## config.mk

```make
export PLATFORM = sky130hd
export DESIGN_NAME = isr_status
export DESIGN_NICKNAME = d
export VERILOG_FILES = /design/src/logic/isr_pkg.sv /design/src/logic/isr_errq_if.sv /design/src/logic/isr_errq.sv /design/src/logic/isr_status.sv
export SDC_FILE = /design/constraint.sdc
export NUM_CORES = 1
export LEC_CHECK = 0
export ABC_AREA = 1
export BUFFER_PORTS_ARGS = -buffer_cell sky130_fd_sc_hd__buf_4
export CAP_MARGIN = 20
export CORE_MARGIN = 2
export CORE_UTILIZATION = 50
export DETAILED_ROUTE_END_ITERATION = 6
export GPL_ROUTABILITY_DRIVEN = 0
export PLACE_DENSITY = 0.74
export SLEW_MARGIN = 20
export SYNTH_ARGS = -nofsm -noshare
export SYNTH_HDL_FRONTEND = slang
export SYNTH_HIERARCHICAL = 1
export SYNTH_SLANG_ARGS = --single-unit
```

## constraint.sdc

```tcl
create_clock -name hclk -period 3.5 [get_ports hclk]
set_input_delay 0.175 -clock hclk [delete_from_list [all_inputs] [get_ports hclk]]
set_output_delay 0.175 -clock hclk [all_outputs]
set_load 0.02 [all_outputs]
```

## src/logic/isr_pkg.sv

```systemverilog
// constants and types shared by the status reporting unit
package isr_pkg;
   // register byte addresses
   localparam logic [7:0] OFF_STB = 8'h00;
   localparam logic [7:0] OFF_SRE = 8'h04;
   localparam logic [7:0] OFF_ESR = 8'h08;
   localparam logic [7:0] OFF_ESE = 8'h0C;
   localparam logic [7:0] OFF_QCOND = 8'h10;
   localparam logic [7:0] OFF_QEVT = 8'h14;
   localparam logic [7:0] OFF_QENA = 8'h18;
   localparam logic [7:0] OFF_PSC = 8'h1C;
   localparam logic [7:0] OFF_ERRQ = 8'h20;
   localparam logic [7:0] OFF_CMD = 8'h24;
   localparam logic [7:0] OFF_EVSET = 8'h28;
   localparam logic [7:0] OFF_MSG = 8'h2C;
   localparam logic [7:0] OFF_STAT = 8'h30;
   localparam logic [7:0] OFF_POLL = 8'h34;
   // status byte bit positions
   localparam int STB_QUES = 3;
   localparam int STB_MAV = 4;
   localparam int STB_ESB = 5;
   localparam int STB_RQS = 6;
   // standard event bit positions
   localparam int ESR_OPC = 0;
   localparam int ESR_QYE = 2;
   localparam int ESR_DDE = 3;
   localparam int ESR_EXE = 4;
   localparam int ESR_CME = 5;
   localparam int ESR_PON = 7;
   localparam logic [7:0] ESR_USED = 8'hBD;
   localparam logic [7:0] QUES_USED = 8'h03;
   // command register bit positions
   localparam int CMD_CLS = 0;
   localparam int CMD_OPC = 1;
   localparam int CMD_OPCQ = 2;
   localparam int CMD_DCL = 3;
   localparam int CMD_WAI = 4;
   localparam int CMD_TRIGMODE = 5;
   // reset values
   localparam logic [7:0] RST_BYTE = 8'h00;
   localparam logic RST_PSC = 1'b1;
   // error queue
   localparam int ERRQ_DEPTH = 20;
   localparam int ERRQ_AW = 5;
   localparam int ERR_W = 16;
   localparam logic [15:0] ERR_NONE = 16'h0000;
   localparam logic [15:0] ERR_OVERFLOW = 16'hFEA2;
   // output buffer depth
   localparam int OBUF_DEPTH = 8;
   localparam int OBUF_CW = 4;
   localparam logic [7:0] OPCQ_REPLY = 8'h01;
endpackage

```

## src/logic/isr_errq_if.sv

```systemverilog
// carrier between the control logic and the error queue
interface isr_errq_if;
   logic push;
   logic [15:0] push_code;
   logic pop;
   logic flush;
   logic [15:0] head;
   logic empty;
   modport ctrl (output push, output push_code, output pop, output flush,
      input head, input empty);
   modport queue (input push, input push_code, input pop, input flush,
      output head, output empty);
endinterface

```

## src/logic/isr_errq.sv

```systemverilog
// twenty-entry first-in first-out error queue
module isr_errq
(
   // clock and reset
   input wire logic hclk,
   input wire logic hresetn,
   // control side
   isr_errq_if.queue q
);
   logic [15:0] mem_ff [isr_pkg::ERRQ_DEPTH];
   logic [4:0] rd_ff;
   logic [4:0] wr_ff;
   logic [4:0] cnt_ff;
   logic full_w;
   logic do_push_w;
   logic do_pop_w;
   logic [4:0] last_w;

   assign full_w = (cnt_ff == 5'(isr_pkg::ERRQ_DEPTH));
   assign do_pop_w = q.pop && (cnt_ff != 5'h00);
   assign do_push_w = q.push && !full_w;
   assign last_w = (wr_ff == 5'h00) ? 5'(isr_pkg::ERRQ_DEPTH - 1) : wr_ff - 5'h01;
   assign q.head = (cnt_ff == 5'h00) ? isr_pkg::ERR_NONE : mem_ff[rd_ff];
   assign q.empty = (cnt_ff == 5'h00);

   function automatic logic [4:0] wrap_inc(input logic [4:0] p);
      return (p == 5'(isr_pkg::ERRQ_DEPTH - 1)) ? 5'h00 : p + 5'h01;
   endfunction

   always_ff @(posedge hclk or negedge hresetn)
   begin
      if (!hresetn)
      begin
         rd_ff <= 5'h00;
         wr_ff <= 5'h00;
         cnt_ff <= 5'h00;
      end
      else if (q.flush)
      begin
         rd_ff <= 5'h00;
         wr_ff <= 5'h00;
         cnt_ff <= 5'h00;
      end
      else
      begin
         if (do_push_w)
            wr_ff <= wrap_inc(wr_ff);
         if (do_pop_w)
            rd_ff <= wrap_inc(rd_ff);
         cnt_ff <= cnt_ff + 5'(do_push_w) - 5'(do_pop_w);
      end
   end

   // overflow replaces the newest entry, stores nothing more
   always_ff @(posedge hclk)
   begin
      if (do_push_w)
         mem_ff[wr_ff] <= q.push_code;
      else if (q.push && full_w && !do_pop_w)
         mem_ff[last_w] <= isr_pkg::ERR_OVERFLOW;
   end

   a_errq_bound: assert property (@(posedge hclk) disable iff (!hresetn)
      cnt_ff <= 5'(isr_pkg::ERRQ_DEPTH))
      else $error("error queue count above depth");
endmodule

```

## src/logic/isr_status.sv

```systemverilog
// status reporting unit: status byte, event registers, error queue, ahb-lite slave
// Summary of operation
// - message-available stays set until every pending output byte is read
// - finished operation-complete command sets standard event bit 0
// - operation-complete query puts 1 in the output buffer after prior work
// - questionable condition is live regulation state, 0..3, unlatched
// - questionable event latches; reading returns value then clears it
// - questionable enable selects event bits into status byte bit 3
// - clear-status zeroes every event register and the status byte except message-available
// - standard event enable selects bits ORed into status byte bit 5
// - status byte enable 32 lets standard event summary request service
// - power-on clear flag: 1 clears both masks at power-up, 0 keeps them
// - mask reads return the plain binary weighted value
// - status byte query equals serial poll but keeps request-service
// - up to 20 errors queued first-in first-out, oldest read first
// - reading the last error turns off the error indicator
// - device clear flushes buffers only; status, errors and config kept
// - control-c acts as device clear; handshake line then driven true
// - full output buffer before operation-complete stops command processing
// - wait holds later commands until pending work ends, triggered mode only
// - status byte bits: 3 questionable, 4 message, 5 event, 6 service
// - enabled summary bit becoming true sets request-service and service line
// - serial poll clears only request-service
// - standard event bits: 0,2,3,4,5,7 as documented
//
// The AHB-Lite interface to the registers and the register addresses are this design's own decisions.
module isr_status
(
   // ahb-lite slave
   input wire logic hclk,
   input wire logic hresetn,
   input wire logic hsel,
   input wire logic [7:0] haddr,
   input wire logic [1:0] htrans,
   input wire logic hwrite,
   input wire logic [2:0] hsize,
   input wire logic [31:0] hwdata,
   input wire logic hready,
   output logic [31:0] hrdata,
   output logic hreadyout,
   output logic hresp,
   // instrument side
   input wire logic [1:0] reg_state,
   input wire logic ops_pending,
   input wire logic power_on,
   input wire logic ctrl_c,
   input wire logic [15:0] err_code,
   input wire logic err_push,
   input wire logic [7:0] resp_byte,
   input wire logic resp_push,
   // status outputs
   output logic srq_out,
   output logic error_led,
   output logic cmd_hold,
   output logic dtr_out,
   output logic obuf_flush
);
   // -------------------------------------------------
   // bus address phase capture
   // -------------------------------------------------
   logic wr_ff;
   logic rd_ff;
   logic [7:0] addr_ff;
   logic [31:0] hrdata_ff;
   logic hreadyout_ff;
   logic take_w;

   assign take_w = hsel && hready && htrans[1];

   always_ff @(posedge hclk or negedge hresetn)
   begin
      if (!hresetn)
      begin
         wr_ff <= 1'b0;
         rd_ff <= 1'b0;
         addr_ff <= 8'h00;
      end
      else
      begin
         wr_ff <= take_w && hwrite;
         rd_ff <= take_w && !hwrite;
         addr_ff <= haddr;
      end
   end

   function automatic logic hit(input logic stb, input logic [7:0] a, input logic [7:0] o);
      return stb && (a == o);
   endfunction

   // -------------------------------------------------
   // register state
   // -------------------------------------------------
   logic [7:0] esr_ff;
   logic [7:0] ese_ff;
   logic [7:0] sre_ff;
   logic [7:0] qevt_ff;
   logic [7:0] qena_ff;
   logic [1:0] qcond_ff;
   logic psc_ff;
   logic rqs_ff;
   logic srq_ff;
   logic opc_pend_ff;
   logic opcq_pend_ff;
   logic wai_ff;
   logic trig_mode_ff;
   logic dtr_ff;
   logic flush_ff;
   logic err_led_ff;
   logic pwr_ff;
   logic [7:0] obuf_ff [isr_pkg::OBUF_DEPTH];
   logic [2:0] orp_ff;
   logic [2:0] owp_ff;
   logic [3:0] ocnt_ff;

   isr_errq_if eq ();
   isr_errq u_errq (.hclk(hclk), .hresetn(hresetn), .q(eq));

   // -------------------------------------------------
   // decode
   // -------------------------------------------------
   logic wr_sre, wr_ese, wr_qena, wr_psc, wr_cmd, wr_evset;
   logic rd_esr, rd_qevt, rd_errq, rd_msg, rd_poll;
   logic [7:0] wd;
   logic cls_w, opc_cmd_w, opcq_cmd_w, dcl_w, wai_cmd_w;
   logic obuf_full_w, obuf_empty_w, obuf_pop_w, obuf_push_w;
   logic opc_done_w, opcq_done_w, opcq_push_w;
   logic [7:0] stb_w;
   logic ques_sum_w, esb_sum_w, summ_req_w;

   assign wd = hwdata[7:0];
   assign wr_sre = hit(wr_ff, addr_ff, isr_pkg::OFF_SRE);
   assign wr_ese = hit(wr_ff, addr_ff, isr_pkg::OFF_ESE);
   assign wr_qena = hit(wr_ff, addr_ff, isr_pkg::OFF_QENA);
   assign wr_psc = hit(wr_ff, addr_ff, isr_pkg::OFF_PSC);
   assign wr_cmd = hit(wr_ff, addr_ff, isr_pkg::OFF_CMD);
   assign wr_evset = hit(wr_ff, addr_ff, isr_pkg::OFF_EVSET);
   assign rd_esr = hit(rd_ff, addr_ff, isr_pkg::OFF_ESR);
   assign rd_qevt = hit(rd_ff, addr_ff, isr_pkg::OFF_QEVT);
   assign rd_errq = hit(rd_ff, addr_ff, isr_pkg::OFF_ERRQ);
   assign rd_msg = hit(rd_ff, addr_ff, isr_pkg::OFF_MSG);
   assign rd_poll = hit(rd_ff, addr_ff, isr_pkg::OFF_POLL);

   assign cls_w = wr_cmd && wd[isr_pkg::CMD_CLS];
   assign opc_cmd_w = wr_cmd && wd[isr_pkg::CMD_OPC];
   assign opcq_cmd_w = wr_cmd && wd[isr_pkg::CMD_OPCQ];
   assign dcl_w = (wr_cmd && wd[isr_pkg::CMD_DCL]) || ctrl_c;
   assign wai_cmd_w = wr_cmd && wd[isr_pkg::CMD_WAI];

   // -------------------------------------------------
   // output buffer
   // -------------------------------------------------
   assign obuf_full_w = (ocnt_ff == 4'(isr_pkg::OBUF_DEPTH));
   assign obuf_empty_w = (ocnt_ff == 4'h0);
   assign opc_done_w = opc_pend_ff && !ops_pending;
   assign opcq_done_w = opcq_pend_ff && !ops_pending && !obuf_full_w;
   assign opcq_push_w = opcq_done_w;
   assign obuf_push_w = !dcl_w && !obuf_full_w && (opcq_push_w || resp_push);
   assign obuf_pop_w = !dcl_w && rd_msg && !obuf_empty_w;

   always_ff @(posedge hclk or negedge hresetn)
   begin
      if (!hresetn)
      begin
         orp_ff <= 3'h0;
         owp_ff <= 3'h0;
         ocnt_ff <= 4'h0;
      end
      else if (dcl_w)
      begin
         orp_ff <= 3'h0;
         owp_ff <= 3'h0;
         ocnt_ff <= 4'h0;
      end
      else
      begin
         if (obuf_push_w)
            owp_ff <= owp_ff + 3'h1;
         if (obuf_pop_w)
            orp_ff <= orp_ff + 3'h1;
         ocnt_ff <= ocnt_ff + 4'(obuf_push_w) - 4'(obuf_pop_w);
      end
   end

   always_ff @(posedge hclk)
   begin
      if (obuf_push_w)
         obuf_ff[owp_ff] <= opcq_push_w ? isr_pkg::OPCQ_REPLY : resp_byte;
   end

   // -------------------------------------------------
   // status byte
   // -------------------------------------------------
   assign ques_sum_w = |(qevt_ff & qena_ff);
   assign esb_sum_w = |(esr_ff & ese_ff);
   assign stb_w = {1'b0, rqs_ff, esb_sum_w, !obuf_empty_w, ques_sum_w, 3'h0};
   assign summ_req_w = |(stb_w & sre_ff & 8'h38);

   // -------------------------------------------------
   // event and mask registers
   // -------------------------------------------------
   logic [7:0] esr_set_w;
   assign esr_set_w = ((wr_evset ? wd : 8'h00) | {pwr_ff, 6'h00, opc_done_w})
      & isr_pkg::ESR_USED;

   always_ff @(posedge hclk or negedge hresetn)
   begin
      if (!hresetn)
      begin
         esr_ff <= isr_pkg::RST_BYTE;
         qevt_ff <= isr_pkg::RST_BYTE;
         qcond_ff <= 2'h0;
         pwr_ff <= 1'b0;
      end
      else
      begin
         pwr_ff <= power_on;
         qcond_ff <= reg_state;
         // set wins over the clear in the same cycle
         esr_ff <= ((cls_w || rd_esr) ? 8'h00 : esr_ff) | esr_set_w;
         qevt_ff <= ((cls_w || rd_qevt) ? 8'h00 : qevt_ff)
            | ({6'h00, reg_state} & isr_pkg::QUES_USED);
      end
   end

   // masks zero on reset; power-on clears sre and ese only with the flag set
   always_ff @(posedge hclk or negedge hresetn)
   begin
      if (!hresetn)
      begin
         sre_ff <= isr_pkg::RST_BYTE;
         ese_ff <= isr_pkg::RST_BYTE;
         qena_ff <= isr_pkg::RST_BYTE;
         psc_ff <= isr_pkg::RST_PSC;
      end
      else
      begin
         if (power_on && psc_ff)
         begin
            sre_ff <= 8'h00;
            ese_ff <= 8'h00;
         end
         else
         begin
            if (wr_sre)
               sre_ff <= wd & 8'h38;
            if (wr_ese)
               ese_ff <= wd & isr_pkg::ESR_USED;
         end
         if (wr_qena)
            qena_ff <= wd & isr_pkg::QUES_USED;
         if (wr_psc)
            psc_ff <= wd[0];
      end
   end

   // -------------------------------------------------
   // service request and command flow
   // -------------------------------------------------
   logic summ_d_ff;
   always_ff @(posedge hclk or negedge hresetn)
   begin
      if (!hresetn)
      begin
         summ_d_ff <= 1'b0;
         rqs_ff <= 1'b0;
         srq_ff <= 1'b0;
         opc_pend_ff <= 1'b0;
         opcq_pend_ff <= 1'b0;
         wai_ff <= 1'b0;
         trig_mode_ff <= 1'b0;
         dtr_ff <= 1'b0;
         flush_ff <= 1'b0;
         err_led_ff <= 1'b0;
      end
      else
      begin
         summ_d_ff <= summ_req_w;
         if (summ_req_w && !summ_d_ff)
            rqs_ff <= 1'b1;
         else if (rd_poll || cls_w || !summ_req_w)
            rqs_ff <= 1'b0;
         srq_ff <= (summ_req_w && !summ_d_ff) || (rqs_ff && !rd_poll && !cls_w && summ_req_w);
         if (opc_cmd_w)
            opc_pend_ff <= 1'b1;
         else if (opc_done_w)
            opc_pend_ff <= 1'b0;
         if (opcq_cmd_w)
            opcq_pend_ff <= 1'b1;
         else if (opcq_done_w || dcl_w)
            opcq_pend_ff <= 1'b0;
         if (wr_cmd)
            trig_mode_ff <= wd[isr_pkg::CMD_TRIGMODE];
         if (wai_cmd_w && (wr_cmd ? wd[isr_pkg::CMD_TRIGMODE] : trig_mode_ff))
            wai_ff <= 1'b1;
         else if (!ops_pending)
            wai_ff <= 1'b0;
         if (dcl_w)
            dtr_ff <= 1'b1;
         flush_ff <= dcl_w;
         err_led_ff <= !eq.empty || err_push;
      end
   end

   assign eq.push = err_push;
   assign eq.push_code = err_code;
   assign eq.pop = rd_errq;
   assign eq.flush = cls_w;

   // -------------------------------------------------
   // read mux
   // -------------------------------------------------
   logic [31:0] rmux_w;
   assign rmux_w =
      (addr_ff == isr_pkg::OFF_STB) ? {24'h0, stb_w} :
      (addr_ff == isr_pkg::OFF_POLL) ? {24'h0, stb_w} :
      (addr_ff == isr_pkg::OFF_SRE) ? {24'h0, sre_ff} :
      (addr_ff == isr_pkg::OFF_ESR) ? {24'h0, esr_ff} :
      (addr_ff == isr_pkg::OFF_ESE) ? {24'h0, ese_ff} :
      (addr_ff == isr_pkg::OFF_QCOND) ? {30'h0, qcond_ff} :
      (addr_ff == isr_pkg::OFF_QEVT) ? {24'h0, qevt_ff} :
      (addr_ff == isr_pkg::OFF_QENA) ? {24'h0, qena_ff} :
      (addr_ff == isr_pkg::OFF_PSC) ? {31'h0, psc_ff} :
      (addr_ff == isr_pkg::OFF_ERRQ) ? {16'h0, eq.head} :
      (addr_ff == isr_pkg::OFF_MSG) ? {24'h0, obuf_empty_w ? 8'h00 : obuf_ff[orp_ff]} :
      (addr_ff == isr_pkg::OFF_STAT) ? {28'h0, wai_ff, obuf_full_w, !eq.empty, opc_pend_ff} :
      32'h0;

   always_ff @(posedge hclk or negedge hresetn)
   begin
      if (!hresetn)
      begin
         hrdata_ff <= 32'h0;
         hreadyout_ff <= 1'b1;
      end
      else
      begin
         // reads take one wait state so that hrdata leaves a flop
         hreadyout_ff <= !(take_w && !hwrite);
         if (rd_ff)
            hrdata_ff <= rmux_w;
      end
   end

   logic cmd_hold_ff;
   assign hrdata = hrdata_ff;
   assign hreadyout = hreadyout_ff;
   assign hresp = 1'b0;
   assign srq_out = srq_ff;
   assign error_led = err_led_ff;
   assign cmd_hold = cmd_hold_ff;
   assign dtr_out = dtr_ff;
   assign obuf_flush = flush_ff;

   always_ff @(posedge hclk or negedge hresetn)
   begin
      if (!hresetn)
         cmd_hold_ff <= 1'b0;
      else
         cmd_hold_ff <= (obuf_full_w && (opc_pend_ff || opcq_pend_ff)) || wai_ff;
   end

   // -------------------------------------------------
   // checks
   // -------------------------------------------------
   a_mav_tracks: assert property (@(posedge hclk) disable iff (!hresetn)
      $fell(stb_w[isr_pkg::STB_MAV]) |-> $past(obuf_pop_w || dcl_w))
      else $error("mav dropped with bytes unread");
   a_opc_sets: assert property (@(posedge hclk) disable iff (!hresetn)
      opc_done_w |=> esr_ff[isr_pkg::ESR_OPC]) else $error("opc not set");
   a_opcq_reply: assert property (@(posedge hclk) disable iff (!hresetn)
      opcq_done_w && !dcl_w |=> ocnt_ff != 4'h0) else $error("opc query lost");
   a_qcond_live: assert property (@(posedge hclk) disable iff (!hresetn)
      ##1 qcond_ff == $past(reg_state)) else $error("condition stale");
   a_qevt_clear: assert property (@(posedge hclk) disable iff (!hresetn)
      rd_qevt |=> qevt_ff == ($past(reg_state) & 8'h03)) else $error("qevt not cleared");
   a_cls_zero: assert property (@(posedge hclk) disable iff (!hresetn)
      cls_w && !wr_evset && !pwr_ff && !opc_done_w |=> esr_ff == 8'h00)
      else $error("cls left events");
   a_poll_rqs: assert property (@(posedge hclk) disable iff (!hresetn)
      rd_poll && !(summ_req_w && !summ_d_ff) |=> !rqs_ff) else $error("poll kept rqs");
   a_stb_zero: assert property (@(posedge hclk) disable iff (!hresetn)
      rd_ff && (addr_ff == isr_pkg::OFF_STB) |=> hrdata_ff[2:0] == 3'h0 && !hrdata_ff[7])
      else $error("reserved stb bits set");
   a_dcl_dtr: assert property (@(posedge hclk) disable iff (!hresetn)
      dcl_w |=> dtr_ff && obuf_empty_w) else $error("device clear incomplete");
   c_srq: cover property (@(posedge hclk) disable iff (!hresetn) srq_ff);
   c_opcq: cover property (@(posedge hclk) disable iff (!hresetn) opcq_done_w);
   c_hold: cover property (@(posedge hclk) disable iff (!hresetn) cmd_hold_ff);
endmodule

```

* Yosys cells after proc, flatten, opt, wreduce, memory -nomap -nowiden *
Memories as Yosys holds them, arrays and structs flattened.
Index checks and enable logic that the tools add are counted.
Widths: inputs -> output; s select.

storage, ports and cells
  RAM bits = 384
  register bits after elaboration = 117
  output and inout port bits = 39
  word-level logic and storage cells = 199
  memories kept = 2

memories
  name           words  bits a word  read ports  clocked after Yosys merged registers in  wr ports  RTL line           source
  u_errq.mem_ff  20     16           1           0                                        1         isr_errq.sv:10     logic [15:0] mem_ff [isr_pkg::ERRQ_DEPTH];
  obuf_ff        8      8            1           0                                        1         isr_status.sv:110  logic [7:0] obuf_ff [isr_pkg::OBUF_DEPTH];

cells by class
  reduce and logical (&&, ||, !) cells = 80
  equality and inequality tests = 18
  muxes and demuxes = 54
  bitwise operators = 6
  $add $sub $neg = 9

operators with widths
  kind                 number
  $mux 16              12
  $mux 8               10
  $eq 8x6->1 const B   6
  $mux 5               9
  $logic_and 1x1->1    38
  $eq 8x5->1 const B   4
  $reduce_bool 2->1    9
  $mux 1               17
  $eq 8x4->1 const B   2
  $or 8x8->8           2
  $reduce_or 16->1     1
  $reduce_or 8->1      2
  $eq 5x5->1 const B   3
  $logic_not 1->1      13
  $mux 3               4
  $logic_or 1x1->1     11
  $add 5x1->5 const B  2
  $logic_not 5->1      2
  $and 8x2->8          1
  $and 8x8->8          1
  $eq 8x3->1 const B   1
  $logic_not 8->1      1
  $mux 4               2
  $or 8x2->8           1
  other kinds (12)     13

* Logic depth before layout (Yosys ltp) *
  word-level depth = 14
  gate-level depth with buffers = 19
  mapped depth without buffers = 17

* By module *
Netlist, hierarchy kept.

modules (own cells, without submodules)
  module      times used  area an instance (µm²)  cells each
  isr_errq    1           14549.0                 1349
  isr_status  1           6179.7                  639

* Worst setup path before layout *
No wires, ideal clock.

  path kind = flip-flop to flip-flop
  start point = reg addr_ff[7]
  end point = mem u_errq.mem_ff[4][0] (enable)
  data required time = 3.112 ns
  slack = 0.619 ns
  library setup time = 0.388 ns
  cell stages (with the launch flop) = 13
  arrival time = 2.493 ns
  clock period less this slack = 2.881 ns
  cells stage by stage = dfrtp_1 > nor2_2 > nand3_1 > nor2_4 > inv_2 > nor2_4 > nand2_8 > nand2_4 > buf_6 > nand2_1 > nand2_1 > nand3_2 > nor2_1

between the ends
  cells in the longest elaborated chain, start to end = 10

ends and longest elaborated chain
  element                                            RTL line          source
  from (decl)                                        isr_status.sv:63  logic [7:0] addr_ff;
  from (signal assigned)                             isr_status.sv:82  addr_ff <= haddr;
  $eq 8x6->1 *                                       isr_status.sv:87  return stb && (a == o);
  $logic_and 1x1->1 *                                isr_status.sv:87
  named net eq.pop                                   isr_errq_if.sv:5  logic pop;
  $logic_and 1x1->1 *                                isr_errq.sv:20    assign do_pop_w = q.pop && (cnt_ff != 5'h00);
  $logic_not 1->1 *                                  isr_errq.sv:59    else if (q.push && full_w && !do_pop_w)
  $logic_and 1x1->1 *                                isr_errq.sv:59
  $mux 1 *                                           isr_errq.sv:59
  $mux 1 *                                           isr_errq.sv:57    if (do_push_w)
  $mux 1 (implied by the code) *                     isr_errq.sv:60    mem_ff[last_w] <= isr_pkg::ERR_OVERFLOW;
  $reduce_or 16->1 (no line)                         -
  $mux 5 (no line) / $mux 1 (equally long branches)  -
  to (decl)                                          isr_errq.sv:10

Mark *: on every way through the listed nets, which the timed path passes. The rest lies on a longest branch.

* Final worst setup path *
  start point = reg ocnt_ff[2]
  end point = reg ocnt_ff[2]

between the ends
  cells in the longest elaborated chain, start to end = 8

ends and longest elaborated chain
  element                 RTL line                              source
  from (decl)             isr_status.sv:113                     logic [3:0] ocnt_ff;
  from (signal assigned)  isr_status.sv:180                     ocnt_ff <= ocnt_ff + 4'(obuf_push_w) - 4'(obuf_pop_w);
  $eq 4x4->1              isr_status.sv:152                     assign obuf_full_w = (ocnt_ff == 4'(isr_pkg::OBUF_DEPTH));
  $logic_not 1->1         isr_status.sv:155, isr_status.sv:157
  $logic_and 1x1->1       isr_status.sv:155                     assign opcq_done_w = opcq_pend_ff && !ops_pending && !obuf_full_w;
  $logic_or 1x1->1        isr_status.sv:157                     assign obuf_push_w = !dcl_w && !obuf_full_w && (opcq_push_w || resp_push);
  $logic_and 1x1->1       isr_status.sv:157
  $add 4x1->4             isr_status.sv:180
  $sub 4x1->4 *           isr_status.sv:180
  $mux 4 *                isr_status.sv:168                     else if (dcl_w)

Every way passes the cells marked *; elsewhere a longest branch is shown, timed or not.
A chain may end at the register's enable or synchronous reset.

==> summary.txt <==
Outcome
  – Status: finished, final reports clean

Pwr
  – PD cells: 549 nW/um^2
  – Standby leakage power: just under 10 nW
  – IR drop worst, VDD: 0.638 mV

STA
  – Hold violation total from the final report: 0
  – Period utilisation layout: 85.8%
  – Slew of the pin with the lowest slew margin: 854 ps
  – Setup_tns: 0 ps
  – Final period demand of the worst path: 3000 ps
  – Pins Over Slew Limit: 0
  – Worst slew margin relative to its limit: a little over two fifths
  – Achievable clock frequency: 333 MHz
  – Worst Skew: 34.8 ps
  – Setup-violating endpoint count in the final report: 0
  – Setup repair after global routing missed its margin: no

Clock network
  – Number of buffers created by CTS: 48
  – Clock latency at the later pin of the worst-skew pair: 600 ps
  – H-tree depth: 2
  – Clock transition at the registers of the reported paths: 60 ps
  – Clock tree from TritonCTS: built
  – Root buffer cell: sky130_fd_sc_hd__clkbuf_16
  – CTS Buffer Depth: 3
  – Number of clock sinks seen by CTS: 469

Floorplan
  – DIE HEIGHT: around 210 um
  – Effective utilization at floorplan: 50.8%
  – Chip width: 208 um
  – Die Area: 43100 um^2
  – IO Count: 120
  – Core box area: a little over 40000 um^2
  – Num rows: 74

Cells and area
  – Post-route core utilization: 58.2%
  – Signed area change from the synthesized netlist to the final layout: 14.7%
  – Number of antenna diodes: 0
  – Layout Cells excl Fill: approximately 2.7k
  – Fill cell instance count of the final layout: 3242
  – Sequential cell area: 13700 um^2
  – Fraction of final layout cells with drive strength greater than 1: 13.0%
  – Area taken by multi-input logic gates: 5870 um^2
  – Number of nets at the end of the flow: 2218

Job
  – Number of maximum-capacitance violations: 0

Synth
  – Fraction of synthesized area in multiplexers: 0%
  – Top-area cell type share of the netlist area: 55.6%
  – Most used flip-flop cell after synthesis: sky130_fd_sc_hd__edfxtp_1
  – Combinational family with the most area after synthesis: simple AND/OR/NAND/NOR gates
  – Most area-consuming cells after synthesis: sky130_fd_sc_hd__edfxtp_1, sky130_fd_sc_hd__dfrtp_1, sky130_fd_sc_hd__nand2_1
  – Adder-Cell Fraction of Synth Area: 1.22%
  – Cell area after synthesis: between 20000 and 25000 um^2
  – Most instantiated library cell after synthesis: sky130_fd_sc_hd__nand2_1
  – Synth Area in XOR/XNOR: less than 1%
  – Avg Cell Area, Syn: approximately 10 um^2
  – Synthesis warning total: 6
  – Simple-gate area share of the yosys netlist: between 10% and 20%
  – Top post-synthesis cells by count: sky130_fd_sc_hd__nand2_1, sky130_fd_sc_hd__edfxtp_1, sky130_fd_sc_hd__nor2_1, sky130_fd_sc_hd__inv_1, sky130_fd_sc_hd__o21ai_0
  – Area fraction in compound gates after synthesis: 7.05%
  – Number of synthesized flops with an enable pin: 384
  – Sequential share of the synthesized area: roughly two thirds
  – Gate Count Post-Synth: 1988
  – Library cell occupying the most area in the post-synthesis netlist: sky130_fd_sc_hd__edfxtp_1
  – Synth async-reset ratio: 18.1%
  – Flops & latches, synth: approximately 470
  – Distinct cell type count of the synthesized netlist: 57

Global route
  – Initial antenna violation count: 0
  – GR Overflow Total: 0
  – Global-route wire length before repair: 77900 um
  – Total track usage: 22.9%
  – Largest net degree at the start of global routing: 93
  – Vias in the first global route: 14.3k

Placement
  – Placed cells: 2571
  – Port Buffer Count: 73
  – Half-perimeter wire length after detailed placement: 30800 um

Routing
  – Via total after detailed routing: 14.6k
  – Routed Antenna Nets: 0
  – Total Routed Length: 49800 um
  – Iter 0 DRT Violations: 1578
  – Met2 routed wirelength: roughly 24000 um
  – First drt pass iteration count: 6
  – Wire length per cell after detailed routing: 18.5 um
  – Drt via density: 5.45
  – Topmost layer with routed signal wires: met4
  – Post-detailed-route DRC marker count: 0
  – Total routed wire length on the met1 layer: 20200 um
  – Routed length on met3: around 4500 um

Worst setup path
  – Crit path capture type: flop
  – Type of the worst setup path: flop to flop
  – Crit-path cells: inv_1 -> ha_1 -> nor3b_2 -> nor3_4 -> a21oi_1 -> inv_1 -> nand2_2 -> ha_1 -> inv_1 -> ha_1 -> fa_1 -> xnor2_1 -> nor2_1
  – Maximum single-stage delay on the critical path: 490 ps
  – WP data required: 3950 ps
  – Data arrival time of the critical path: 3450 ps
  – Kind of start point of the critical path: flop
  – Max Fanout on Critical Path: 10
  – Register-to-register setup slack: between 400 and 500 ps
  – Origin of the worst setup path: ocnt_ff[2]
  – Launching point of the worst reg2reg path: ocnt_ff[2]
  – Highest-delay cell along the critical path: sky130_fd_sc_hd__nor3_4

Worst hold path
  – Worst hold path type: primary input to flop
  – Start point of the worst min-delay path: resp_byte[1]
## area by class of cell
type	instances	area share [%]
clock buffer	63	5.42
clock inverter	25	1.02
timing repair buffer	161	5.55
tap	532	2.80
multi-input combinational	1247	24.7
inverter	191	3.04
sequential	469	57.5
## per-layer routing
layer,GRT usage [%],vias up
met5,0,-
met4,7.39,0
met2,37.7,711
met1,31.3,6966
met3,3.77,100
li1,-,6861
## critical path: cells and delay by family (launching register included)
kind / cells / cell delay, ps
compound gates: 1 / 130
xor+xnor: 1 / 220
fa+ha+maj: 4 / 1150
buf+inv: 3 / 230
flops: 1 / 320
simple gates: 4 / 840
## final timing paths
path                                  to  depth (start not counted)
min in group asynchronous     addr_ff[1]                          2
min reg2reg                      dtr_out                          1
max                           ocnt_ff[2]                         13
min                        obuf_ff[0][1]                          3
max reg2reg                   ocnt_ff[2]                         13
max in group asynchronous      hreadyout                          3
## cells by family (layout without fill, tap and decap cells)
family	after synthesis	count (layout)
buf+inv	288	440
compound gates	259	259
fa+ha+maj	19	19
simple gates	945	945
flops	469	469
other cells	1	17
xor+xnor	7	7
## placed cells by master, fill, tap and decap left out, drive strengths merged, types with 2 or more instances in the layout
| master | netlist | layout |
|---|---|---|
| and2 | 2 | 2 |
| o22ai | 25 | 25 |
| xnor2 | 2 | 2 |
| nor3 | 5 | 5 |
| nand2 | 397 | 397 |
| bufinv | 0 | 2 |
| o2111ai | 2 | 2 |
| clkinvlp | 0 | 3 |
| nand3 | 139 | 139 |
| o21bai | 3 | 3 |
| a22o | 9 | 9 |
| conb | 1 | 17 |
| a21oi | 29 | 29 |
| nor2 | 382 | 382 |
| o221ai | 3 | 3 |
| o21ai | 179 | 179 |
| a31oi | 2 | 2 |
| dfrtp | 83 | 83 |
| buf | 72 | 132 |
| nand4 | 3 | 3 |
| clkbuf | 25 | 63 |
| ha | 17 | 17 |
| dlygate4sd3 | 0 | 29 |
| dfstp | 2 | 2 |
| fa | 2 | 2 |
| or2 | 14 | 14 |
| xor2 | 5 | 5 |
| clkinv | 1 | 19 |
| inv | 190 | 192 |
| edfxtp | 384 | 384 |
| o211ai | 4 | 4 |
## sequential cells by signal (all words and copies together) (netlist names), 2 cells and up
register	cells
ocnt_ff	4
addr_ff	8
u_errq/rd_ff	5
orp_ff	3
sre_ff	3
qena_ff	2
hrdata	16
u_errq/wr_ff	5
u_errq/cnt_ff	5
u_errq/mem_ff	320
obuf_ff	64
qcond_ff	2
qevt_ff	2
ese_ff	6
owp_ff	3
esr_ff	6
## power breakdown
group	leakage [nW]	internal, W	switching (W)
combinational	4.35	0.000476	0.00105
clock	0.735	0.00277	0.00214
sequential	4.52	0.00646	0.000148
total	9.60	0.00970	0.00334
## metrics by stage
| step | worst slack (ps) | hold slack, ps | power, W | cell area, um^2 |
|---|---|---|---|---|
| after CTS | 5.00 | 15.6 | 0.0131 | 23800 |
| after detailed placement | 599 | 285 | 0.00820 | 21900 |
| after global routing | 240 | 32.7 | 0.0135 | 23800 |
| final | 497 | 29.8 | 0.0130 | 23800 |
| after floorplan | 619 | -121 | 0.00772 | 20800 |
| after global placement | 676 | 287 | 0.00813 | 21900 |
## timing repair
| action | CTS | global route |
|---|---|---|
| gates resized for setup | 0 | 1 |
| hold buffers | 30 | 0 |
| setup buffers | 0 | 0 |
| endpoints found under the hold margin | 109 | 0 |
| endpoints found under the setup margin | 0 | 2 |
Note: power is estimated with default switching activity, not from simulation.
